--- config.mk ---
export PLATFORM = sky130hd
export DESIGN_NAME = printer_port_pin_interface
export DESIGN_NICKNAME = d
export VERILOG_FILES = /design/src/core/pport_pkg.sv /design/src/core/printer_port_pin_interface.sv
export VERILOG_INCLUDE_DIRS = /design/src /design/src/core
export SDC_FILE = /design/constraint.sdc
export NUM_CORES = 1
export LEC_CHECK = 0
export BUFFER_PORTS_ARGS = -buffer_cell sky130_fd_sc_hd__buf_2
export CORE_ASPECT_RATIO = 2
export CORE_MARGIN = 2
export CORE_UTILIZATION = 45
export CTS_CLUSTER_SIZE = 40
export DETAILED_ROUTE_END_ITERATION = 7
export PLACE_DENSITY = 0.76
export SYNTH_ARGS = -nofsm -noshare
export SYNTH_HDL_FRONTEND = slang
export SYNTH_SLANG_ARGS = --single-unit
--- constraint.sdc ---
create_clock -name clk_sys -period 3.22 [get_ports clk_sys]
set_input_delay 0 -clock clk_sys [delete_from_list [all_inputs] [get_ports clk_sys]]
set_output_delay 0 -clock clk_sys [all_outputs]
set_load 0.02 [all_outputs]
--- src/core/pport_consts.svh ---
`ifndef PPORT_CONSTS_SVH
`define PPORT_CONSTS_SVH

// ----------------------------------------------------------------
// Control register layout
// ----------------------------------------------------------------
`define CTRL_LATCH_BIT 0
`define CTRL_LINEFEED_BIT 1
`define CTRL_INIT_BIT 2
`define CTRL_SELECT_BIT 3
`define CTRL_DIR_BIT 5
`define CTRL_RESET 8'h04

// ----------------------------------------------------------------
// Status register layout
// ----------------------------------------------------------------
`define STAT_BUSY_BIT 7
`define STAT_ACCEPT_BIT 6
`define STAT_PAPER_BIT 5
`define STAT_ONLINE_BIT 4
`define STAT_FAULT_BIT 3
`define STAT_RESET 8'h00

// ----------------------------------------------------------------
// Timing
// ----------------------------------------------------------------
`define CLK_PERIOD_NS 20
`define IRQ_PULSE_NS 100
`define IRQ_PULSE_CYC \
  ((`IRQ_PULSE_NS + `CLK_PERIOD_NS - 1) / `CLK_PERIOD_NS)

// ----------------------------------------------------------------
// Data path
// ----------------------------------------------------------------
`define DATA_WIDTH 8
`define FIFO_DEPTH 8
`define DATA_RESET 8'h00

`endif

--- src/core/pport_pkg.sv ---
package pport_pkg;

  // ----------------------------------------------------------------
  // Types
  // ----------------------------------------------------------------
  // Peripheral status pins, true pin levels
  typedef struct packed {
    logic busy;
    logic acceptN;
    logic paperOut;
    logic online;
    logic faultN;
  } periph_status_t;

  // Open-drain style pin drive
  typedef struct packed {
    logic level;
    logic enable;
  } pin_drive_t;

  // Outbound transfer sequencer
  typedef enum logic [0:0] {
    XFER_IDLE,
    XFER_WAIT_ACCEPT
  } xfer_state_t;

endpackage

--- src/core/printer_port_pin_interface.sv ---
`timescale 1ns/10ps
`include "pport_consts.svh"

// ----------------------------------------------------------------
// Byte FIFO
// ----------------------------------------------------------------
module pport_fifo #(
  parameter int WIDTH = 8,
  parameter int DEPTH = 8
) (
  // Clock and reset
  input wire logic clk_sys,
  input wire logic srst,
  // Filling side
  input wire logic inValid,
  output logic inReady,
  input wire logic [WIDTH-1:0] inData,
  // Draining side
  output logic outValid,
  input wire logic outReady,
  output logic [WIDTH-1:0] outData
);
  localparam int AW = $clog2(DEPTH);

  logic [WIDTH-1:0] mem_reg [DEPTH];
  logic [WIDTH-1:0] mem_next [DEPTH];
  logic [AW-1:0] wrPtr_reg, wrPtr_next;
  logic [AW-1:0] rdPtr_reg, rdPtr_next;
  logic [AW:0] count_reg, count_next;
  logic notFull_reg, notFull_next;
  logic notEmpty_reg, notEmpty_next;
  logic doPush, doPop;

  // Pointer wrap
  function automatic logic [AW-1:0] bump(input logic [AW-1:0] p);
    if (p == AW'(DEPTH - 1)) begin
      bump = '0;
    end else begin
      bump = p + 1'b1;
    end
  endfunction

  assign inReady = notFull_reg;
  assign outValid = notEmpty_reg;
  assign outData = mem_reg[rdPtr_reg];
  assign doPush = inValid && notFull_reg;
  assign doPop = outReady && notEmpty_reg;

  // Next pointers, count and flags
  always_comb begin
    mem_next = mem_reg;
    wrPtr_next = wrPtr_reg;
    rdPtr_next = rdPtr_reg;
    count_next = count_reg;
    if (doPush) begin
      mem_next[wrPtr_reg] = inData;
      wrPtr_next = bump(wrPtr_reg);
    end
    if (doPop) begin
      rdPtr_next = bump(rdPtr_reg);
    end
    if (doPush && !doPop) begin
      count_next = count_reg + 1'b1;
    end else if (doPop && !doPush) begin
      count_next = count_reg - 1'b1;
    end
    notFull_next = (count_next != (AW+1)'(DEPTH));
    notEmpty_next = (count_next != '0);
  end

  // Registers
  always_ff @(posedge clk_sys) begin
    if (srst) begin
      wrPtr_reg <= '0;
      rdPtr_reg <= '0;
      count_reg <= '0;
      notFull_reg <= 1'b0;
      notEmpty_reg <= 1'b0;
    end else begin
      wrPtr_reg <= wrPtr_next;
      rdPtr_reg <= rdPtr_next;
      count_reg <= count_next;
      notFull_reg <= notFull_next;
      notEmpty_reg <= notEmpty_next;
    end
  end

  // Storage, no reset needed
  always_ff @(posedge clk_sys) begin
    mem_reg <= mem_next;
  end
endmodule

// ----------------------------------------------------------------
// Printer port pin logic
// ----------------------------------------------------------------
module printer_port_pin_interface
  import pport_pkg::*;
(
  // Clock and reset
  input wire logic clk_sys,
  input wire logic srst,
  // Control register
  input wire logic ctrlWrEn,
  input wire logic [7:0] ctrlWrData,
  // Status and data readback
  input wire logic statusRdEn,
  output logic [7:0] statusRdData,
  output logic [7:0] portRdData,
  // Mode selection
  input wire logic eppEnable,
  input wire logic ecpEnable,
  // Host byte stream
  input wire logic hostDataValid,
  input wire logic [7:0] hostData,
  output logic hostDataReady,
  // Host EPP bus cycle
  input wire logic hostCycleActive,
  output logic hostReadyOut,
  output logic hostReadyOe,
  // Shared interrupt line
  output logic sharedIrqOut,
  output logic sharedIrqOe,
  // Peripheral control outputs
  output logic dataLatchPulseOutN,
  output logic peripheralSelectOutN,
  output logic peripheralInitOutN,
  output logic lineFeedOutN,
  // Peripheral status inputs
  input wire logic busyIn,
  input wire logic peripheralAcceptInN,
  input wire logic paperOutIn,
  input wire logic peripheralOnlineIn,
  input wire logic peripheralFaultInN,
  // Port data lines
  input wire logic [7:0] portDataLinesIn,
  output logic [7:0] portDataLinesOut,
  output logic portDataLinesOe
);

  // ----------------------------------------------------------------
  // Input synchronisers
  // ----------------------------------------------------------------
  periph_status_t statMeta_reg, statSync_reg;
  logic [7:0] dataMeta_reg, dataSync_reg;
  periph_status_t statPins;
  logic acceptPrev_reg;

  assign statPins = '{busy: busyIn, acceptN: peripheralAcceptInN,
                      paperOut: paperOutIn, online: peripheralOnlineIn,
                      faultN: peripheralFaultInN};

  // Two flops on every pin input
  always_ff @(posedge clk_sys) begin
    if (srst) begin
      statMeta_reg <= '0;
      statSync_reg <= '0;
      dataMeta_reg <= `DATA_RESET;
      dataSync_reg <= `DATA_RESET;
      acceptPrev_reg <= 1'b1;
    end else begin
      statMeta_reg <= statPins;
      statSync_reg <= statMeta_reg;
      dataMeta_reg <= portDataLinesIn;
      dataSync_reg <= dataMeta_reg;
      acceptPrev_reg <= statSync_reg.acceptN;
    end
  end

  // Falling edge of the synchronised acknowledge
  logic acceptFall;
  assign acceptFall = acceptPrev_reg && !statSync_reg.acceptN;

  // ----------------------------------------------------------------
  // Control register and pin drive
  // ----------------------------------------------------------------
  logic [7:0] ctrl_reg, ctrl_next;
  logic latchN_reg, latchN_next;
  logic selectN_reg, selectN_next;
  logic initN_reg, initN_next;
  logic feedN_reg, feedN_next;
  logic dirOut;

  assign dirOut = !ctrl_reg[`CTRL_DIR_BIT];

  // Control outputs follow the register
  always_comb begin
    ctrl_next = ctrl_reg;
    if (ctrlWrEn) begin
      ctrl_next = ctrlWrData;
    end
    latchN_next = !ctrl_next[`CTRL_LATCH_BIT];
    selectN_next = !ctrl_next[`CTRL_SELECT_BIT];
    initN_next = ctrl_next[`CTRL_INIT_BIT];
    feedN_next = !ctrl_next[`CTRL_LINEFEED_BIT];
  end

  always_ff @(posedge clk_sys) begin
    if (srst) begin
      ctrl_reg <= `CTRL_RESET;
      latchN_reg <= 1'b1;
      selectN_reg <= 1'b1;
      initN_reg <= 1'b1;
      feedN_reg <= 1'b1;
    end else begin
      ctrl_reg <= ctrl_next;
      latchN_reg <= latchN_next;
      selectN_reg <= selectN_next;
      initN_reg <= initN_next;
      feedN_reg <= feedN_next;
    end
  end

  assign dataLatchPulseOutN = latchN_reg;
  assign peripheralSelectOutN = selectN_reg;
  assign peripheralInitOutN = initN_reg;
  assign lineFeedOutN = feedN_reg;

  // ----------------------------------------------------------------
  // Status and data readback
  // ----------------------------------------------------------------
  logic [7:0] status_reg, status_next;
  logic [7:0] portRd_reg, portRd_next;

  // Capture synchronised levels at the read
  always_comb begin
    status_next = status_reg;
    portRd_next = portRd_reg;
    if (statusRdEn) begin
      status_next = `STAT_RESET;
      status_next[`STAT_BUSY_BIT] = !statSync_reg.busy;
      status_next[`STAT_ACCEPT_BIT] = statSync_reg.acceptN;
      status_next[`STAT_PAPER_BIT] = statSync_reg.paperOut;
      status_next[`STAT_ONLINE_BIT] = statSync_reg.online;
      status_next[`STAT_FAULT_BIT] = statSync_reg.faultN;
      portRd_next = dataSync_reg;
    end
  end

  always_ff @(posedge clk_sys) begin
    if (srst) begin
      status_reg <= `STAT_RESET;
      portRd_reg <= `DATA_RESET;
    end else begin
      status_reg <= status_next;
      portRd_reg <= portRd_next;
    end
  end

  assign statusRdData = status_reg;
  assign portRdData = portRd_reg;

  // ----------------------------------------------------------------
  // Outbound byte path
  // ----------------------------------------------------------------
  logic fifoOutValid, fifoOutReady, fifoInReady;
  logic [7:0] fifoOutData;

  pport_fifo #(
    .WIDTH(`DATA_WIDTH),
    .DEPTH(`FIFO_DEPTH)
  ) txFifo (
    .clk_sys(clk_sys),
    .srst(srst),
    .inValid(hostDataValid),
    .inReady(fifoInReady),
    .inData(hostData),
    .outValid(fifoOutValid),
    .outReady(fifoOutReady),
    .outData(fifoOutData)
  );

  assign hostDataReady = fifoInReady;

  xfer_state_t xfer_reg, xfer_next;
  logic [7:0] dataOut_reg, dataOut_next;
  logic dataOe_reg, dataOe_next;

  // One byte at a time, held until the peripheral accepts it or the port turns to input
  always_comb begin
    xfer_next = xfer_reg;
    dataOut_next = dataOut_reg;
    fifoOutReady = 1'b0;
    dataOe_next = dirOut;
    case (xfer_reg)
      XFER_IDLE: begin
        if (dirOut && fifoOutValid && !statSync_reg.busy) begin
          fifoOutReady = 1'b1;
          dataOut_next = fifoOutData;
          xfer_next = XFER_WAIT_ACCEPT;
        end
      end
      XFER_WAIT_ACCEPT: begin
        if (acceptFall || !dirOut) begin
          xfer_next = XFER_IDLE;
        end
      end
      default: begin
        xfer_next = XFER_IDLE;
      end
    endcase
  end

  always_ff @(posedge clk_sys) begin
    if (srst) begin
      xfer_reg <= XFER_IDLE;
      dataOut_reg <= `DATA_RESET;
      dataOe_reg <= 1'b0;
    end else begin
      xfer_reg <= xfer_next;
      dataOut_reg <= dataOut_next;
      dataOe_reg <= dataOe_next;
    end
  end

  assign portDataLinesOut = dataOut_reg;
  assign portDataLinesOe = dataOe_reg;

  // ----------------------------------------------------------------
  // Host cycle stretch and shared interrupt
  // ----------------------------------------------------------------
  pin_drive_t ready_reg, ready_next;
  pin_drive_t irq_reg, irq_next;
  logic [3:0] irqCnt_reg, irqCnt_next;
  logic sharedMode;

  assign sharedMode = eppEnable || ecpEnable;

  // Stretch while the peripheral is not busy
  always_comb begin
    ready_next.level = 1'b0;
    ready_next.enable = eppEnable && hostCycleActive
                        && !statSync_reg.busy;
  end

  // In EPP or ECP mode, low pulse on each acknowledge, then release the line; otherwise the line is driven low
  always_comb begin
    irqCnt_next = irqCnt_reg;
    irq_next.level = 1'b0;
    irq_next.enable = 1'b0;
    if (!sharedMode) begin
      irqCnt_next = '0;
      irq_next.enable = 1'b1;
    end else if (acceptFall) begin
      irqCnt_next = 4'(`IRQ_PULSE_CYC);
      irq_next.enable = 1'b1;
    end else if (irqCnt_reg > 4'h1) begin
      irqCnt_next = irqCnt_reg - 4'h1;
      irq_next.enable = 1'b1;
    end else begin
      irqCnt_next = '0;
    end
  end

  always_ff @(posedge clk_sys) begin
    if (srst) begin
      ready_reg <= '0;
      irq_reg <= '0;
      irqCnt_reg <= '0;
    end else begin
      ready_reg <= ready_next;
      irq_reg <= irq_next;
      irqCnt_reg <= irqCnt_next;
    end
  end

  assign hostReadyOut = ready_reg.level;
  assign hostReadyOe = ready_reg.enable;
  assign sharedIrqOut = irq_reg.level;
  assign sharedIrqOe = irq_reg.enable;

endmodule

==> flow_metrics.py, run 1 <==
metrics = {
    "outcome": {
        "status": "finished, final reports clean",
    },
    "clocking": {
        "root_buffer": "clkbuf_16",
        "path_clk_slew_ps": 50,
        "postCtsSetupBuffers": 0,
        "cts_tree": "done",
        "cts_resized": 0,
        "cts_buffers": 17,
        "htree_levels": 4,
        "clockBufferDepth": 2,
        "postCtsHoldBufs": 32,
        "cts_sinks": 140,
        "clk_latency_ps": 410,
    },
    "drt": {
        "routed_wl_mm": 10.27,
        "vias": 3125,
        "ant_nets": 0,
        "via_per_inst": 5.040,
        "drt_first_pass_iters": 4,
        "first_iter_violations": 251,
        "wl_per_cell_um": 16.57,
        "drc": 0,
    },
    "yosys": {
        "synth_cell_types": 42,
        "synthArstFlopShare_pct": 0,
        "ys.flop_type": "dfxtp_1",
        "synth_edf_count": 64,
        "yosysSeqAreaShare_pct": 67.35,
        "synth.ff_latch_count": 140,
        "syn_area_per_cell_um2": 13.97,
        "ys_warn_count": 0,
        "syn-cell-area_mm2": 0.005112,
        "synthCells": 366,
    },
    "critical_path": {
        "reg2reg_from": "ctrl_reg[5]",
        "critPathLaunchType": "flop",
        "critPathMaxFanout": 8,
        "max_stage_delay_ps": 750,
        "worstPathRequired_ps": 3490,
        "endpoint_kind": "flop",
        "worstSetupPathType": "flop to flop",
        "cp_slowest_cell": "or4b_1",
        "crit_arrival_ps": 2340,
        "cp_cell_sequence": "or4b_1, nand3_1, o22ai_1, xnor2_1, o21ai_0",
        "cp-startpoint": "ctrl_reg[5]",
    },
    "layout": {
        "nets": 510,
        "drive_gt1_share_pct": 25.94,
        "diodes": 0,
        "fillers": 871,
        "largest_register_ffs": 64,
        "syn2layout_area_growth_pct": 26.70,
    },
    "timing": {
        "setup_viol": 0,
        "rsz0062_at_grt": "no",
        "timing.final.ws_setup_ps": 1152,
        "fmax_mhz": 483.5,
        "relSlewSlack_pct": 34.53,
        "worst_pin_slew_ps": 978.5,
        "fin_worst_skew_ps": 8.655,
        "fin_crit_sh_pct": 64.23,
        "maxSlewViolCount": 0,
        "hold_viol": 0,
        "min_period_ps": 2068,
        "fin_setup_tns_ps": 0,
    },
    "global_route": {
        "grt_max_degree": 34,
        "grt_remaining_overflow": 0,
        "grt_pass1_wl_mm": 16.25,
        "grt_pass1_vias": 3245,
        "antenna_found_initial": 0,
        "grt.total_usage_pct": 17.98,
    },
    "floorplan": {
        "fp.dieW_um": 79.37,
        "die_area_mm2": 0.01228,
        "num_rows": 55,
        "fp.dieH_um": 154.7,
        "core_mm2": 0.01122,
        "io_pins": 71,
        "start_util_pct": 45.58,
    },
    "pwr": {
        "p_leak_nw": 2.534,
        "cellPowerDensity_mw_per_mm2": 751.8,
        "ir_drop_v": 0.0004466,
        "totalPowerFinal_mw": 4.870,
    },
    "placed_design": {
        "gp_congestion": 0.7514,
        "place.port_buffers": 62,
        "dp_slack_ps": 1163,
        "post-dp-hpwl_mm": 6.836,
    },
    "hold_path": {
        "min-delay-start": "ctrlWrEn",
        "min_path_type": "input port to flop",
    },
    "run": {
        "maxCapViolations": 0,
    },
}
-- synth_stat cells, types with 2 or more instances --
cell / count / area (um2)
inv_1: 9 / 33.78
a31oi_1: 2 / 12.51
a21oi_1: 18 / 90.09
ha_1: 8 / 100.1
xnor2_1: 2 / 17.52
buf_4: 5 / 37.54
nand2_1: 12 / 45.04
buf_1: 3 / 11.26
a211oi_1: 2 / 15.01
or3_1: 2 / 12.51
nor2_1: 29 / 108.9
or2_2: 5 / 31.28
nand3_1: 6 / 30.03
edfxtp_1: 64 / 1922
mux2i_1: 25 / 250.2
buf_2: 3 / 15.01
mux4_2: 16 / 360.4
clkbuf_1: 13 / 48.80
nand2b_1: 3 / 18.77
nor3_1: 8 / 40.04
dfxtp_1: 76 / 1521
o21ai_0: 10 / 50.05
nor2b_1: 26 / 162.7
-- power by group --
part           internal (mW)  total, mW  switching (mW)
Sequential              2.01       2.13           0.113
Clock                   1.26       1.95           0.692
Combinational          0.369      0.794           0.425
-- routing by layer --
metal	global-route usage (%)	vias to the layer above	share of wire (%)
li1	-	1501	-
met1	17.47	1542	36
met2	34.62	72	59
met3	5.134	10	3.4
met4	6.650	0	1.6
met5	0	-	0
-- worst paths after layout --
kind                                         to  slack, ps  cells past startpoint
worst max-delay path            txFifo.outValid       1150                      5
worst min-delay path               lineFeedOutN         30                      3
worst max register to register  txFifo.outValid       1150                      5
worst min register to register  dataSync_reg[6]        440                      1
-- cell families after synthesis --
group | share of synthesized area [%]
flops | 67.35
simple gates | 9.888
mux | 12.38
compound gates | 4.601
buf+inv | 3.084
fa+ha+maj | 1.958
xor+xnor | 0.6609
other cells | 0.07335
-- critical path: cells and delay by family, from the launching register on --
family	cells	cell delay [ps]
AO/OA/AOI/OAI	2	260
XOR/XNOR	1	240
flip-flops	1	380
AND/OR/NAND/NOR	2	1040
-- area by class of cell --
type | instances | area (um2) | share of cell area [%]
inverters | 9 | 33.78 | 0.5215
multi-input cells | 196 | 1538 | 23.74
flip-flops and latches | 140 | 3443 | 53.16
clock inverters | 10 | 137.6 | 2.125
clock buffers | 22 | 464.2 | 7.166
well taps | 142 | 177.7 | 2.743
repair buffers | 101 | 683.2 | 10.55
-- through the flow --
stage	cells	hold WS (ps)	util, %	cell area, um2
after CTS	620	15.54	57.75	6477
final	620	32.67	57.75	6477
after global routing	620	37.72	57.75	6477
after floorplan	370	98.87	-	5127
after global placement	556	208.8	49.53	5555
after detailed placement	556	211.6	49.53	5555
-- placed cells by master (no fill, tap or decap), types with 2 or more instances in the layout --
cell and count:
a211oi_1 2, a21oi_1 18, a31oi_1 2, buf_2 62, buf_4 7, bufinv_16 3
clkbuf_1 3, clkbuf_16 17, clkbuf_8 2, clkinv_2 3, clkinvlp_4 2, conb_1 5
dfxtp_1 76, dlygate4sd3_1 32, edfxtp_1 64, ha_1 8, inv_1 9, mux2i_1 25
mux4_2 16, nand2_1 12, nand2b_1 3, nand3_1 6, nor2_1 29, nor2b_1 26
nor3_1 7, o21ai_0 10, or2_2 5, or3_1 2, xnor2_1 2
Power figures use the tool's default switching activity.
==> inputs of run 2 (changes only) <==
Settings changed: PLACE_DENSITY 0.76 to 0.78.
Clock period 3.22 ns to 1.66 ns, I/O delays scaled along.
==> run 2 against run 1 <==
Compared with the run above:
- the run now ends with setup timing left
- utilization up 1.8 points
- first-iteration DRC count down 43%
- maximum frequency up 19%
- final area up 3.1%
- critical path depth unchanged
- die area unchanged
- clock skew about the same
- count of clock-buffer cells in the layout down 4
- register-to-register slack worse by 1200 ps
- worst hold slack better by 31 ps
- final cell count up 3.1%
- flip-flop and latch count unchanged
- largest power group unchanged
- highest routed layer unchanged
==> flow_metrics.py, run 2 (synthesized netlist as in run 1, its figures left out) <==
metrics = {
    "outcome": {
        "status": "finished, violations left",
        "violations": "setup timing",
    },
    "drt": {
        "wl_per_cell_um": 16.07,
        "met3RoutedLength_um": 409,
        "first_iter_violations": 142,
        "highest-signal-layer": "met4",
        "wl_met1_mm": 3.817,
        "drt_first_pass_iters": 4,
        "drc": 0,
        "vias": 3204,
        "ant_nets": 0,
        "routed_wl_mm": 10.27,
        "via_per_inst": 5.014,
        "wl_met2_mm": 5.713,
    },
    "pwr": {
        "ir_drop_v": 0.001081,
        "p_leak_nw": 2.657,
        "cellPowerDensity_mw_per_mm2": 1431,
        "totalPowerFinal_mw": 9.554,
    },
    "critical_path": {
        "cp_slowest_cell": "or4b_4",
        "max_stage_delay_ps": 570,
        "path_depth": 5,
        "worstPathRequired_ps": 1960,
        "crit_arrival_ps": 2030,
        "critPathLaunchType": "flop",
        "r2r_setup_slack_ps": -70,
        "rr_worst_depth": 5,
        "cp_cell_sequence": "or4b_4, mux2i_4, xor2_2, o22a_2, a21bo_1",
        "cp_top_family": "simple AND/OR/NAND/NOR gates",
        "reg2reg_from": "ctrl_reg[5]",
        "reg2reg_to": "txFifo.inReady",
        "worstSetupPathType": "flop to flop",
        "endpoint_kind": "flop",
        "critPathMaxFanout": 3,
        "path_buf_inv": 0,
    },
    "global_route": {
        "grt_remaining_overflow": 0,
        "grt_pass1_vias": 3499,
        "grt_max_degree": 28,
        "antenna_found_initial": 0,
        "grt.total_usage_pct": 18.40,
        "grt_pass1_wl_mm": 16.78,
    },
    "placed_design": {
        "place.port_buffers": 62,
        "place_inst": 574,
        "placed_area_mm2": 0.005734,
        "post-dp-hpwl_mm": 6.811,
        "gp_congestion": 0.7780,
    },
    "timing": {
        "fin_worst_skew_ps": 8.354,
        "min_period_ps": 1733,
        "holdWs_ps": 64.01,
        "hold_viol": 0,
        "fin_setup_tns_ps": -95.54,
        "rsz0062_at_grt": "yes",
        "fin_crit_sh_pct": 104.4,
        "maxSlewViolCount": 0,
        "timing.final.ws_setup_ps": -73.11,
        "setup_viol": 2,
        "fmax_mhz": 577.0,
    },
    "layout": {
        "mostFrequentLayoutCell": "dfxtp_1",
        "final_cell_mix": "dfxtp_1, edfxtp_1, buf_2, dlygate4sd3_1, nor2_1",
        "nets": 529,
        "largest_register_ffs": 64,
        "finalNonFillerCells": 639,
        "diodes": 0,
        "syn2layout_area_growth_pct": 30.59,
        "fin_area_mm2": 0.006676,
        "drive_gt1_share_pct": 30.18,
    },
    "run": {
        "maxCapViolations": 0,
    },
    "clocking": {
        "cts_sinks": 140,
        "clockBufferDepth": 2,
        "cts_buffers": 17,
        "path_clk_slew_ps": 60,
        "root_buffer": "clkbuf_16",
        "htree_levels": 4,
        "clk_latency_ps": 410,
        "cts_tree": "done",
    },
    "hold_path": {
        "min-delay-start": "ctrlWrEn",
        "min_path_type": "input port to flop",
        "min_path_cells": 3,
        "whs_endpoint": "lineFeedOutN",
    },
    "floorplan": {
        "core_mm2": 0.01122,
        "start_util_pct": 45.58,
        "fp.dieH_um": 154.7,
        "fp.dieW_um": 79.37,
        "die_area_mm2": 0.01228,
        "num_rows": 55,
        "io_pins": 71,
    },
}
[run 2: cell count changes in the layout (fill, tap and decap cells not counted), moves of 2 or more]
cell        previous run  this run
clkbuf_8               2         0
bufinv_16              3         1
inv_6                  1         5
clkinv_2               3         1
clkinv_4               1         3
buf_4                  7        22
clkbuf_1               3         0
buf_12                 0         3
clkinvlp_4             2         0
inv_4                  0         3
[run 2: routing by layer]
layer / up-vias / global-route usage [%]
met5: - / 0
met2: 89 / 33.45
met4: 0 / 9.524
met3: 22 / 5.543
li1: 1535 / -
met1: 1558 / 18.32
[run 2: layout make-up]
class / instances / area (um2)
multi-input combinational: 196 / 1577
clock buffer: 18 / 450.4
clock inverter: 14 / 127.6
inverter: 9 / 33.78
tap: 142 / 177.7
timing repair buffer: 120 / 865.8
fill: 831 / 4541
sequential: 140 / 3445
[run 2: timing repair]
item	4_1_cts	5_1_grt
endpoints found under the hold margin	99	0
gates cloned	0	0
resized for setup	1	6
hold buffers	33	0
buffers inserted	0	0
endpoints found under the setup margin	4	4
pin swaps	1	0
[run 2: worst max-delay path by stage]
stage                                   start            endpoint  slack, ps
final                             ctrl_reg[5]      txFifo.inReady        -70
after global routing      txFifo.count_reg[0]      txFifo.inReady       -140
after CTS                         ctrl_reg[5]      txFifo.inReady        -80
after detailed placement             xfer_reg      txFifo.inReady       -150
after global placement               xfer_reg      txFifo.inReady       -100
after floorplan                txFifo.inReady  txFifo.mem_reg[32]       -230
[run 2: power by group]
group	switching (mW)	total [mW]	internal, mW
Combinational	0.954	1.87	0.915
Clock	1.46	3.63	2.17
Sequential	0.154	4.06	3.90
[run 2: per-stage QoR]
step,util (%),setup slack [ps]
2_1_floorplan,-,-227.8
3_3_place_gp,51.12,-96.56
3_5_place_dp,51.12,-151.2
4_1_cts,59.25,-76.68
5_1_grt,59.52,-135.4
6_report,59.52,-73.11
[run 2: tightest hold or removal path, delay by kind of cell]
family                 cells  cell delay (ps)
AND/OR/NAND/NOR            1              120
buffers and inverters      1              170
multiplexers               1              150
